--- config.mk ---
export PLATFORM = sky130hd
export DESIGN_NAME = gpshc_host_ctrl
export DESIGN_NICKNAME = d
export VERILOG_FILES = /design/src/gpshc_pkg.sv /design/src/gpshc_char_timer.sv /design/src/gpshc_host_ctrl.sv /design/src/gpshc_tx_sched.sv
export SDC_FILE = /design/constraint.sdc
export NUM_CORES = 1
export LEC_CHECK = 0
export CORE_MARGIN = 2
export CORE_UTILIZATION = 64
export DETAILED_ROUTE_END_ITERATION = 7
export DONT_BUFFER_PORTS = 1
export PLACE_DENSITY = 0.82
export RECOVER_POWER = 100
export SETUP_SLACK_MARGIN = 0.5
export SLEW_MARGIN = 20
export SYNTH_ARGS = -nofsm -noshare
export SYNTH_HDL_FRONTEND = slang
export SYNTH_HIERARCHICAL = 1
export SYNTH_SLANG_ARGS = --single-unit
--- constraint.sdc ---
create_clock -name core_clk_i -period 7.15 [get_ports core_clk_i]
set_input_delay 0.3575 -clock core_clk_i [delete_from_list [all_inputs] [get_ports core_clk_i]]
set_output_delay 0.3575 -clock core_clk_i [all_outputs]
set_load 0.02 [all_outputs]
--- src/gpshc_pkg.sv ---
// Purpose: Shared constants and types of the host command and error control block.
// Assumes: 20 MHz core clock; bytes framed by a neighbouring receiver.
// Notes:   Error codes and byte layout are local choices.
package gpshc_pkg;

	// Command identifiers
	localparam logic [7:0] CMD_BAUD      = 8'h01;
	localparam logic [7:0] CMD_REF_FREQ  = 8'h02;
	localparam logic [7:0] CMD_POWER     = 8'h03;
	localparam logic [7:0] CMD_RESET     = 8'h04;
	localparam logic [7:0] CMD_RF_POWER  = 8'h05;
	localparam logic [7:0] CMD_FREQ_CAL  = 8'h06;
	localparam logic [7:0] CMD_TX_ACT    = 8'h07;
	localparam logic [7:0] CMD_SLEEP     = 8'h12;
	localparam logic [7:0] CMD_CHAR_TMO  = 8'h13;
	localparam logic [7:0] CMD_CB_REQ    = 8'h20;
	localparam logic [7:0] CMD_IA_REQ    = 8'h21;
	localparam logic [7:0] CMD_SNAP      = 8'h2D;
	localparam logic [7:0] CMD_STATUS    = 8'h30;
	localparam logic [7:0] CMD_VERSION   = 8'h31;
	localparam logic [7:0] CMD_PROC_STAT = 8'h33;
	localparam logic [7:0] CMD_REST_PROC = 8'h34;
	localparam logic [7:0] CMD_ERR_STAT  = 8'h3F;
	localparam logic [7:0] CMD_CA_SET    = 8'h40;
	localparam logic [7:0] CMD_CB_SET    = 8'h41;
	localparam logic [7:0] CMD_DOPPLER   = 8'h57;
	localparam logic [7:0] CMD_FLOW_PT   = 8'h7F;
	localparam logic [7:0] EXT_FLOW_PT   = 8'h00;

	// Widths
	localparam int unsigned PRM_W       = 24;
	localparam int unsigned DOP_W       = 16;
	localparam int unsigned CNT_W       = 8;
	localparam int unsigned FLOW_W_DFLT = 8;

	// Power-on values
	localparam logic [2:0]       BAUD_INIT     = 3'h2;      // 9600 bps
	localparam logic [PRM_W-1:0] REF_FREQ_INIT = 24'hE10000; // 14.4 MHz x 1.024
	localparam logic [DOP_W-1:0] DOPPLER_INIT  = 16'h0168;   // 360 Hz
	localparam logic [PRM_W-1:0] TMO_INIT      = 24'h000000;
	localparam logic [7:0]       BYTE_ZERO     = 8'h00;

	// Timing
	localparam int unsigned CLK_PERIOD_NS = 50;
	localparam int unsigned MS_PERIOD_NS  = 1000000;
	localparam int unsigned MS_CYCLES_DFLT = (MS_PERIOD_NS + CLK_PERIOD_NS - 1) / CLK_PERIOD_NS;

	typedef enum logic [1:0] {
		ERR_NONE    = 2'h0,
		ERR_FORMAT  = 2'h1,
		ERR_TIMEOUT = 2'h2,
		ERR_UNDEF   = 2'h3
	} gpshc_err_e;

	typedef enum logic [1:0] {
		TX_ACK  = 2'h0,
		TX_NACK = 2'h1,
		TX_ERR  = 2'h2,
		TX_DATA = 2'h3
	} gpshc_tx_e;

	typedef enum logic [1:0] {
		RX_IDLE = 2'b00,
		RX_EXT  = 2'b01,
		RX_DATA = 2'b11
	} gpshc_rx_e;

endpackage : gpshc_pkg

--- src/gpshc_char_timer.sv ---
// Purpose: Character timeout timer, counts whole milliseconds between received bytes.
// Assumes: Caller holds run_i high only while a packet is partly received.
// Notes:   A limit of zero never expires.
`timescale 1ns/100ps
`default_nettype none

module gpshc_char_timer
	import gpshc_pkg::*;
#(
	parameter int unsigned MS_CYC = MS_CYCLES_DFLT
)(
	input  wire logic             core_clk_i,
	input  wire logic             rst_b_i,
	input  wire logic             run_i,
	input  wire logic             kick_i,
	input  wire logic [PRM_W-1:0] limit_ms_i,
	output logic                  expire_o
);

	localparam int unsigned PRE_W = $clog2(MS_CYC + 1);

	logic [PRE_W-1:0] pre_reg,    pre_next;
	logic [PRM_W-1:0] ms_reg,     ms_next;
	logic             expire_reg, expire_next;

	// Millisecond prescaler, then compare with the limit
	always_comb begin
		pre_next    = pre_reg;
		ms_next     = ms_reg;
		expire_next = 1'b0;
		if (!run_i || kick_i || limit_ms_i == TMO_INIT) begin
			pre_next = '0;
			ms_next  = '0;
		end else if (pre_reg == PRE_W'(MS_CYC - 1)) begin
			pre_next = '0;
			ms_next  = ms_reg + 1'b1;
			if (ms_next == limit_ms_i) begin
				expire_next = 1'b1;
				ms_next     = '0;
			end
		end else begin
			pre_next = pre_reg + 1'b1;
		end
	end

	always_ff @(posedge core_clk_i or negedge rst_b_i) begin
		if (!rst_b_i) begin
			pre_reg    <= '0;
			ms_reg     <= '0;
			expire_reg <= 1'b0;
		end else begin
			pre_reg    <= pre_next;
			ms_reg     <= ms_next;
			expire_reg <= expire_next;
		end
	end

	assign expire_o = expire_reg;

endmodule : gpshc_char_timer

`default_nettype wire

--- src/gpshc_host_ctrl.sv ---
// Purpose: Host command interpreter: parameter store, software reset, error control.
// Assumes: Bytes arrive from a serial framer on core_clk_i (8N1, 2400..115200 bps).
// Notes:   Byte 0 command, byte 1 extension, then up to 3 data bytes.
`timescale 1ns/100ps
`default_nettype none

module gpshc_host_ctrl
	import gpshc_pkg::*;
#(
	parameter int unsigned MS_CYCLES = MS_CYCLES_DFLT,
	parameter int unsigned FLOW_W    = FLOW_W_DFLT
)(
	input  wire logic              core_clk_i,
	input  wire logic              rst_b_i,
	input  wire logic              rx_valid_i,
	input  wire logic [7:0]        rx_byte_i,
	input  wire logic              rx_last_i,
	input  wire logic              rx_fmt_bad_i,
	input  wire logic              rx_server_i,
	input  wire logic              host_ack_i,
	input  wire logic              host_nack_i,
	input  wire logic              up_send_i,
	input  wire logic              up_server_i,
	input  wire logic              tx_taken_i,
	input  wire logic              pos_start_i,
	input  wire logic [CNT_W-1:0]  pos_sat_total_i,
	input  wire logic              pos_sat_done_i,
	input  wire logic              pos_fix_done_i,
	output logic                   up_ready_o,
	output logic                   tx_req_o,
	output gpshc_tx_e              tx_kind_o,
	output gpshc_err_e             tx_err_o,
	output logic                   tx_resend_o,
	output logic                   cmd_exec_o,
	output logic [7:0]             command_identifier_o,
	output logic [7:0]             extension_identifier_o,
	output logic [2:0]             baud_code_o,
	output logic [PRM_W-1:0]       ref_freq_o,
	output logic [7:0]             power_save_o,
	output logic                   rf_power_o,
	output logic                   frequency_calibration_o,
	output logic                   transmit_activity_ctrl_o,
	output logic                   sleep_mode_o,
	output logic [PRM_W-1:0]       sleep_timer_o,
	output logic [PRM_W-1:0]       char_timeout_o,
	output logic [DOP_W-1:0]       doppler_range_o,
	output logic [FLOW_W-1:0]      flow_point_o,
	output logic [CNT_W-1:0]       sat_done_o,
	output logic [CNT_W-1:0]       sat_total_o,
	output logic [CNT_W-1:0]       fix_count_o,
	output logic [CNT_W-1:0]       fix_total_o
);

	// Identifiers the interpreter knows; anything else is undefined
	function automatic logic cmd_known(input logic [7:0] id);
		unique case (id)
			CMD_BAUD, CMD_REF_FREQ, CMD_POWER, CMD_RESET, CMD_RF_POWER,
			CMD_FREQ_CAL, CMD_TX_ACT, CMD_SLEEP, CMD_CHAR_TMO, CMD_CB_REQ,
			CMD_IA_REQ, CMD_SNAP, CMD_STATUS, CMD_VERSION, CMD_PROC_STAT,
			CMD_REST_PROC, CMD_ERR_STAT, CMD_CA_SET, CMD_CB_SET, CMD_DOPPLER,
			CMD_FLOW_PT: cmd_known = 1'b1;
			default:     cmd_known = 1'b0;
		endcase
	endfunction : cmd_known

	gpshc_rx_e        rx_st_reg,  rx_st_next;
	logic [7:0]       cmd_reg,    cmd_next;
	logic [7:0]       ext_reg,    ext_next;
	logic [PRM_W-1:0] data_reg,   data_next;
	logic             exec_reg,   exec_next;
	logic [2:0]       baud_reg,   baud_next;
	logic [PRM_W-1:0] ref_reg,    ref_next;
	logic [7:0]       psave_reg,  psave_next;
	logic             rf_reg,     rf_next;
	logic             fcal_reg,   fcal_next;
	logic             txa_reg,    txa_next;
	logic             smode_reg,  smode_next;
	logic [PRM_W-1:0] stime_reg,  stime_next;
	logic [PRM_W-1:0] ctmo_reg,   ctmo_next;
	logic [DOP_W-1:0] dop_reg,    dop_next;
	logic [FLOW_W-1:0] flow_reg,  flow_next;
	logic [CNT_W-1:0] sdone_reg,  sdone_next;
	logic [CNT_W-1:0] stot_reg,   stot_next;
	logic [CNT_W-1:0] fcnt_reg,   fcnt_next;
	logic [CNT_W-1:0] ftot_reg,   ftot_next;
	logic             rep_req;
	gpshc_tx_e        rep_kind;
	gpshc_err_e       rep_err;
	logic             tmo_fire;
	logic [7:0]       cmd_cur;
	logic [7:0]       ext_cur;
	logic [PRM_W-1:0] data_cur;
	gpshc_err_e       pkt_err;

	// Packet in progress feeds the timeout timer; each byte restarts it
	gpshc_char_timer #(
		.MS_CYC     (MS_CYCLES)
	) u_timer (
		.core_clk_i (core_clk_i),
		.rst_b_i    (rst_b_i),
		.run_i      (rx_st_reg != RX_IDLE),
		.kick_i     (rx_valid_i),
		.limit_ms_i (ctmo_reg),
		.expire_o   (tmo_fire)
	);

	gpshc_tx_sched u_sched (
		.core_clk_i  (core_clk_i),
		.rst_b_i     (rst_b_i),
		.rep_req_i   (rep_req),
		.rep_kind_i  (rep_kind),
		.rep_err_i   (rep_err),
		.up_send_i   (up_send_i),
		.up_server_i (up_server_i),
		.host_ack_i  (host_ack_i),
		.host_nack_i (host_nack_i),
		.tx_taken_i  (tx_taken_i),
		.tx_req_o    (tx_req_o),
		.tx_kind_o   (tx_kind_o),
		.tx_err_o    (tx_err_o),
		.tx_resend_o (tx_resend_o),
		.up_ready_o  (up_ready_o)
	);

	// View of the packet including the byte arriving now
	always_comb begin
		cmd_cur  = (rx_st_reg == RX_IDLE) ? rx_byte_i : cmd_reg;
		ext_cur  = (rx_st_reg == RX_EXT) ? rx_byte_i : ext_reg;
		data_cur = (rx_st_reg == RX_DATA) ? {data_reg[PRM_W-9:0], rx_byte_i} : data_reg;
		if (rx_fmt_bad_i) begin
			pkt_err = ERR_FORMAT;
		end else if (!cmd_known(cmd_cur)) begin
			pkt_err = ERR_UNDEF;
		end else begin
			pkt_err = ERR_NONE;
		end
	end

	// Receive sequencing, error replies and command execution
	always_comb begin
		rx_st_next = rx_st_reg;
		cmd_next   = cmd_reg;
		ext_next   = ext_reg;
		data_next  = data_reg;
		exec_next  = 1'b0;
		rep_req    = 1'b0;
		rep_kind   = TX_ACK;
		rep_err    = ERR_NONE;
		baud_next  = baud_reg;
		ref_next   = ref_reg;
		psave_next = psave_reg;
		rf_next    = rf_reg;
		fcal_next  = fcal_reg;
		txa_next   = txa_reg;
		smode_next = smode_reg;
		stime_next = stime_reg;
		ctmo_next  = ctmo_reg;
		dop_next   = dop_reg;
		flow_next  = flow_reg;
		sdone_next = sdone_reg;
		stot_next  = stot_reg;
		fcnt_next  = fcnt_reg;
		ftot_next  = ftot_reg;
		// Counters follow the positioning engine
		if (pos_start_i) begin
			sdone_next = '0;
			stot_next  = pos_sat_total_i;
		end else if (pos_sat_done_i) begin
			sdone_next = sdone_reg + 1'b1;
		end
		if (pos_fix_done_i) begin
			fcnt_next = fcnt_reg + 1'b1;
			ftot_next = ftot_reg + 1'b1;
		end
		if (tmo_fire && !rx_valid_i) begin
			rx_st_next = RX_IDLE; // Partial packet is dropped
			data_next  = '0;
			rep_req    = 1'b1;
			rep_kind   = TX_ERR;
			rep_err    = ERR_TIMEOUT;
		end else if (rx_valid_i) begin
			cmd_next  = cmd_cur;
			ext_next  = ext_cur;
			data_next = data_cur;
			unique case (rx_st_reg)
				RX_IDLE: rx_st_next = RX_EXT;
				RX_EXT:  rx_st_next = RX_DATA;
				RX_DATA: rx_st_next = RX_DATA;
				default: rx_st_next = RX_IDLE;
			endcase
			if (rx_st_reg == RX_IDLE) begin
				ext_next  = BYTE_ZERO;
				data_next = '0;
			end
			if (rx_last_i) begin
				rx_st_next = RX_IDLE;
				if (pkt_err != ERR_NONE) begin
					// One error type per packet
					rep_req  = 1'b1; // Nothing executes for a bad packet
					rep_kind = rx_server_i ? TX_NACK : TX_ERR;
					rep_err  = pkt_err;
				end else begin
					exec_next = 1'b1;
					rep_req   = rx_server_i; // Local commands answer elsewhere
					rep_kind  = TX_ACK;
					unique case (cmd_cur)
						CMD_BAUD:     baud_next  = data_cur[2:0];
						CMD_REF_FREQ: ref_next   = data_cur;
						CMD_POWER:    psave_next = data_cur[7:0];
						CMD_RF_POWER: rf_next    = data_cur[0];
						CMD_FREQ_CAL: fcal_next  = data_cur[0];
						CMD_TX_ACT:   txa_next   = data_cur[0];
						CMD_CHAR_TMO: ctmo_next  = data_cur;
						CMD_DOPPLER:  dop_next   = data_cur[DOP_W-1:0];
						CMD_SLEEP: begin
							smode_next = ext_cur[0];
							stime_next = data_cur;
						end
						CMD_FLOW_PT: begin
							if (ext_cur == EXT_FLOW_PT) begin
								flow_next = data_cur[FLOW_W-1:0];
							end
						end
						CMD_RESET: begin
							// Power-on values, baud rate kept
							ref_next   = REF_FREQ_INIT;
							psave_next = BYTE_ZERO;
							rf_next    = 1'b0;
							fcal_next  = 1'b0;
							txa_next   = 1'b0;
							smode_next = 1'b0;
							stime_next = TMO_INIT;
							ctmo_next  = TMO_INIT;
							dop_next   = DOPPLER_INIT;
							flow_next  = '0;
							sdone_next = '0;
							stot_next  = '0;
							fcnt_next  = '0;
							ftot_next  = '0;
						end
						default: begin
						end
					endcase
				end
			end
		end
	end

	// Power-on values match the software reset values above
	always_ff @(posedge core_clk_i or negedge rst_b_i) begin
		if (!rst_b_i) begin
			rx_st_reg <= RX_IDLE;
			cmd_reg   <= BYTE_ZERO;
			ext_reg   <= BYTE_ZERO;
			data_reg  <= '0;
			exec_reg  <= 1'b0;
			baud_reg  <= BAUD_INIT;
			ref_reg   <= REF_FREQ_INIT;
			psave_reg <= BYTE_ZERO;
			rf_reg    <= 1'b0;
			fcal_reg  <= 1'b0;
			txa_reg   <= 1'b0;
			smode_reg <= 1'b0;
			stime_reg <= TMO_INIT;
			ctmo_reg  <= TMO_INIT;
			dop_reg   <= DOPPLER_INIT;
			flow_reg  <= '0;
			sdone_reg <= '0;
			stot_reg  <= '0;
			fcnt_reg  <= '0;
			ftot_reg  <= '0;
		end else begin
			rx_st_reg <= rx_st_next;
			cmd_reg   <= cmd_next;
			ext_reg   <= ext_next;
			data_reg  <= data_next;
			exec_reg  <= exec_next;
			baud_reg  <= baud_next;
			ref_reg   <= ref_next;
			psave_reg <= psave_next;
			rf_reg    <= rf_next;
			fcal_reg  <= fcal_next;
			txa_reg   <= txa_next;
			smode_reg <= smode_next;
			stime_reg <= stime_next;
			ctmo_reg  <= ctmo_next;
			dop_reg   <= dop_next;
			flow_reg  <= flow_next;
			sdone_reg <= sdone_next;
			stot_reg  <= stot_next;
			fcnt_reg  <= fcnt_next;
			ftot_reg  <= ftot_next;
		end
	end

	// Outputs straight from the state flops
	assign cmd_exec_o               = exec_reg;
	assign command_identifier_o     = cmd_reg;
	assign extension_identifier_o   = ext_reg;
	assign baud_code_o              = baud_reg;
	assign ref_freq_o               = ref_reg;
	assign power_save_o             = psave_reg;
	assign rf_power_o               = rf_reg;
	assign frequency_calibration_o  = fcal_reg;
	assign transmit_activity_ctrl_o = txa_reg;
	assign sleep_mode_o             = smode_reg;
	assign sleep_timer_o            = stime_reg;
	assign char_timeout_o           = ctmo_reg;
	assign doppler_range_o          = dop_reg;
	assign flow_point_o             = flow_reg;
	assign sat_done_o               = sdone_reg;
	assign sat_total_o              = stot_reg;
	assign fix_count_o              = fcnt_reg;
	assign fix_total_o              = ftot_reg;

endmodule : gpshc_host_ctrl

`default_nettype wire

--- src/gpshc_tx_sched.sv ---
// Purpose: Orders outgoing replies and uplink packets, tracks host ACK/NACK.
// Assumes: tx_taken_i pulses when the framer accepts a request.
// Notes:   Replies go before uplink data; one reply is held, the latest wins.
`timescale 1ns/100ps
`default_nettype none

module gpshc_tx_sched
	import gpshc_pkg::*;
(
	input  wire logic       core_clk_i,
	input  wire logic       rst_b_i,
	input  wire logic       rep_req_i,
	input  wire gpshc_tx_e  rep_kind_i,
	input  wire gpshc_err_e rep_err_i,
	input  wire logic       up_send_i,
	input  wire logic       up_server_i,
	input  wire logic       host_ack_i,
	input  wire logic       host_nack_i,
	input  wire logic       tx_taken_i,
	output logic            tx_req_o,
	output gpshc_tx_e       tx_kind_o,
	output gpshc_err_e      tx_err_o,
	output logic            tx_resend_o,
	output logic            up_ready_o
);

	logic       rep_pend_reg, rep_pend_next;
	gpshc_tx_e  rep_kind_reg, rep_kind_next;
	gpshc_err_e rep_err_reg,  rep_err_next;
	logic       dat_pend_reg, dat_pend_next;
	logic       dat_srv_reg,  dat_srv_next;
	logic       resend_reg,   resend_next;
	logic       await_reg,    await_next;
	logic       tx_req_reg,   tx_req_next;
	gpshc_tx_e  tx_kind_reg,  tx_kind_next;
	gpshc_err_e tx_err_reg,   tx_err_next;
	logic       tx_rs_reg,    tx_rs_next;
	logic       ready_reg,    ready_next;

	// Issue first, then take new events, so an event never loses to a clear
	always_comb begin
		rep_pend_next = rep_pend_reg;
		rep_kind_next = rep_kind_reg;
		rep_err_next  = rep_err_reg;
		dat_pend_next = dat_pend_reg;
		dat_srv_next  = dat_srv_reg;
		resend_next   = resend_reg;
		await_next    = await_reg;
		tx_req_next   = tx_req_reg;
		tx_kind_next  = tx_kind_reg;
		tx_err_next   = tx_err_reg;
		tx_rs_next    = tx_rs_reg;
		if (tx_req_reg && tx_taken_i) begin
			tx_req_next = 1'b0;
		end
		if (!tx_req_reg) begin
			if (rep_pend_reg) begin
				tx_req_next   = 1'b1;
				tx_kind_next  = rep_kind_reg;
				tx_err_next   = rep_err_reg;
				tx_rs_next    = 1'b0;
				rep_pend_next = 1'b0;
			end else if (dat_pend_reg) begin
				tx_req_next   = 1'b1;
				tx_kind_next  = TX_DATA;
				tx_err_next   = ERR_NONE;
				tx_rs_next    = resend_reg;
				dat_pend_next = 1'b0;
				await_next    = dat_srv_reg; // Local packets expect no ACK
			end
		end
		if (rep_req_i) begin
			rep_pend_next = 1'b1;
			rep_kind_next = rep_kind_i;
			rep_err_next  = rep_err_i;
		end
		if (up_send_i && ready_reg) begin
			dat_pend_next = 1'b1;
			dat_srv_next  = up_server_i;
			resend_next   = 1'b0;
		end
		// NACK with nothing awaited is dropped
		if (await_reg && host_ack_i) begin
			await_next = 1'b0;
		end else if (await_reg && host_nack_i) begin
			await_next    = 1'b0;
			dat_pend_next = 1'b1; // Same packet again
			resend_next   = 1'b1;
		end
		ready_next = !(dat_pend_next || await_next);
	end

	always_ff @(posedge core_clk_i or negedge rst_b_i) begin
		if (!rst_b_i) begin
			rep_pend_reg <= 1'b0;
			rep_kind_reg <= TX_ACK;
			rep_err_reg  <= ERR_NONE;
			dat_pend_reg <= 1'b0;
			dat_srv_reg  <= 1'b0;
			resend_reg   <= 1'b0;
			await_reg    <= 1'b0;
			tx_req_reg   <= 1'b0;
			tx_kind_reg  <= TX_ACK;
			tx_err_reg   <= ERR_NONE;
			tx_rs_reg    <= 1'b0;
			ready_reg    <= 1'b1;
		end else begin
			rep_pend_reg <= rep_pend_next;
			rep_kind_reg <= rep_kind_next;
			rep_err_reg  <= rep_err_next;
			dat_pend_reg <= dat_pend_next;
			dat_srv_reg  <= dat_srv_next;
			resend_reg   <= resend_next;
			await_reg    <= await_next;
			tx_req_reg   <= tx_req_next;
			tx_kind_reg  <= tx_kind_next;
			tx_err_reg   <= tx_err_next;
			tx_rs_reg    <= tx_rs_next;
			ready_reg    <= ready_next;
		end
	end

	assign tx_req_o    = tx_req_reg;
	assign tx_kind_o   = tx_kind_reg;
	assign tx_err_o    = tx_err_reg;
	assign tx_resend_o = tx_rs_reg;
	assign up_ready_o  = ready_reg;

endmodule : gpshc_tx_sched

`default_nettype wire
==> metrics.txt <==
outcome finished with violations; failing checks max-capacitance violations, max-slew violations; FF+latch count, synth 242; Residual DRC 0; crit path DAT 5.79 ns; Seq/Total Area, Yosys 49.8%; clk sinks 242; normalized max-slew margin -218%; Final Util 71.1%; Root Driver clkbuf_16; synth top area cells dfrtp_1 (48%), a22o_1 (5.1%), nand2_1 (5.1%); Tot GR Track Use 32.5%; final-report hold violation count 0; Synth Instances 1222; mapped cell area 12200 µm²; Die X 142 µm; Via Count 9855; gpl congestion 0.964; initial DRC count 975; largest net degree at the start of global routing 243; HPWL Detailed 21900 µm; Main synth FF type dfrtp_1; cell taking the most area after synthesis dfrtp_1; dpl cell area 12100 µm²; Num CTS Buffers 26; Worst Hold Class in -> reg; Setup crit end kind flip-flop; Vias/cell 6.77; core area 18700 µm²; die area 20100 µm²; VDD IR max 0.000189 V; crit path kind reg -> reg; Leakage 5.83 nW; layout cell share with drive strength beyond 1 7.86%; Post-Syn Nets 1257; initial antenna violation count 0; max-cap violations 5; synth warn 6; Post-synth EDFFs 0; # hold bufs at CTS 22; Final setup violation count 0; post-detailed-route count of antenna-violating nets 0; Pre-antenna DRT Iters 5; vias in the first global route 9188; commonest non-fill, non-tap cell in the layout dfrtp_1; Setup Skew 0.0126 ns; clock buffer depth 3; Required @ worst endpoint 7.56 ns; cts repair resizes 0; Max FO, Critical Path 36; Layout area overhead 9.21%; Total Routed Length 33000 µm; CTS tree built; CTS H-tree depth 1; WL per Instance 22.7 µm; Clock transition at path regs 0.06 ns; Worst-Margin Slew 4.77 ns; total chip power 3.60 mW; Initial Util 65.1%; Nets 1236; max-slew violations 189; Antenna diodes 0; syn avg cell area 9.96 µm²; Die Ht 142 µm; worst skew pair latency 0.54 ns; Final Cycle Share 75.2%; GR Overflow Total 0; Max Freq 0.186 GHz; RSZ-0062 raised after global routing false; pwr dens 271 nW/µm²; first-pass GRT wire length 51900 µm; post-synth top area share 47.7%; TNS Setup 0 ns; Post-CTS Setup Inserts 0; post-synthesis cell type count 78; Non-Filler Cell Area, Final 13300 µm²; I/O pin total 197; Final min period 5.37 ns; asr flop ratio synth 100%; Worst setup SP type flip-flop; most frequent cells in the layout dfrtp_1 (232), nand2_1 (166), nor2_1 (104); PortBufs 0; row cnt 50
==> per-stage QoR <==
step                      std cells  hold WS (ns)  worst slack (ns)
after CTS                      1452       0.00137              2.92
after floorplan                1222        0.0619              4.42
after global routing           1455       0.00565              1.48
after global placement         1382        0.0710              3.05
final                          1455       0.00262              1.78
after detailed placement       1382        0.0686              2.95
==> power breakdown <==
group | total (mW) | leakage, nW | internal [mW] | switching, mW
sequential | 1.72 | 3.24 | 1.48 | 0.245
clock | 1.51 | 0.468 | 0.941 | 0.566
combinational | 0.375 | 2.12 | 0.157 | 0.219
total | 3.60 | 5.83 | 2.57 | 1.03
==> synthesized netlist by cell type (30+ instances only) <==
master    count
dfrtp_1     232
nand2_1     165
nor2_1      103
a22o_1       71
clkbuf_1     48
o21ai_0      46
o22ai_1      41
nand3_1      38
xor2_1       36
nand4_1      35
mux2_2       30
xnor2_1      30
==> layer usage <==
layer / track usage, % / part of all wire [%] / up-vias
met3: 8.11 / 8.9 / 87
met4: 13.5 / 4.2 / 0
met2: 49.2 / 46 / 472
li1: - / - / 4394
met5: 0 / 0 / -
met1: 45.3 / 40 / 4902
==> critical path: stages (launching register included) <==
cell and delay (ns):
dfrtp_1 0.94, nor2_1 0.40, inv_1 0.41, o21ai_0 0.36
or4_1 0.63, nor3_1 0.31, clkbuf_1 1.21, nor2_1 0.57
a22o_1 0.40
==> layout make-up <==
cell class	count	area [µm²]
clock buffers	34	731
clock inverters	14	246
fillers	1352	5410
inverters	24	90.1
multi-input cells	877	5580
flip-flops and latches	242	6070
well taps	234	293
repair buffers	30	292
==> worst paths after layout <==
path	start	endpoint	slack, ns	depth (start not counted)
setup / recovery	rx_st_reg[1]	doppler_range_o[9]	1.78	8
hold / removal	rx_valid_i	command_identifier_o[3]	0.003	2
setup reg to reg	rx_st_reg[1]	doppler_range_o[9]	1.78	8
hold reg to reg	u_timer/pre_reg[0]	u_timer/pre_reg[0]	0.49	1
max in group asynchronous	rst_b_i	sat_total_o[2]	2.40	2
min in group asynchronous	rst_b_i	u_timer/ms_reg[12]	2.10	2
==> cells by family after synthesis <==
| group | count (synthesis) | share of synthesized area [%] |
|---|---|---|
| simple gates | 478 | 19.6 |
| compound gates | 262 | 15.5 |
| flops | 242 | 49.8 |
| buf+inv | 103 | 3.75 |
| xor+xnor | 66 | 4.75 |
| mux | 66 | 6.06 |
| fa+ha+maj | 5 | 0.514 |
Note: power is estimated with default switching activity, not from simulation.
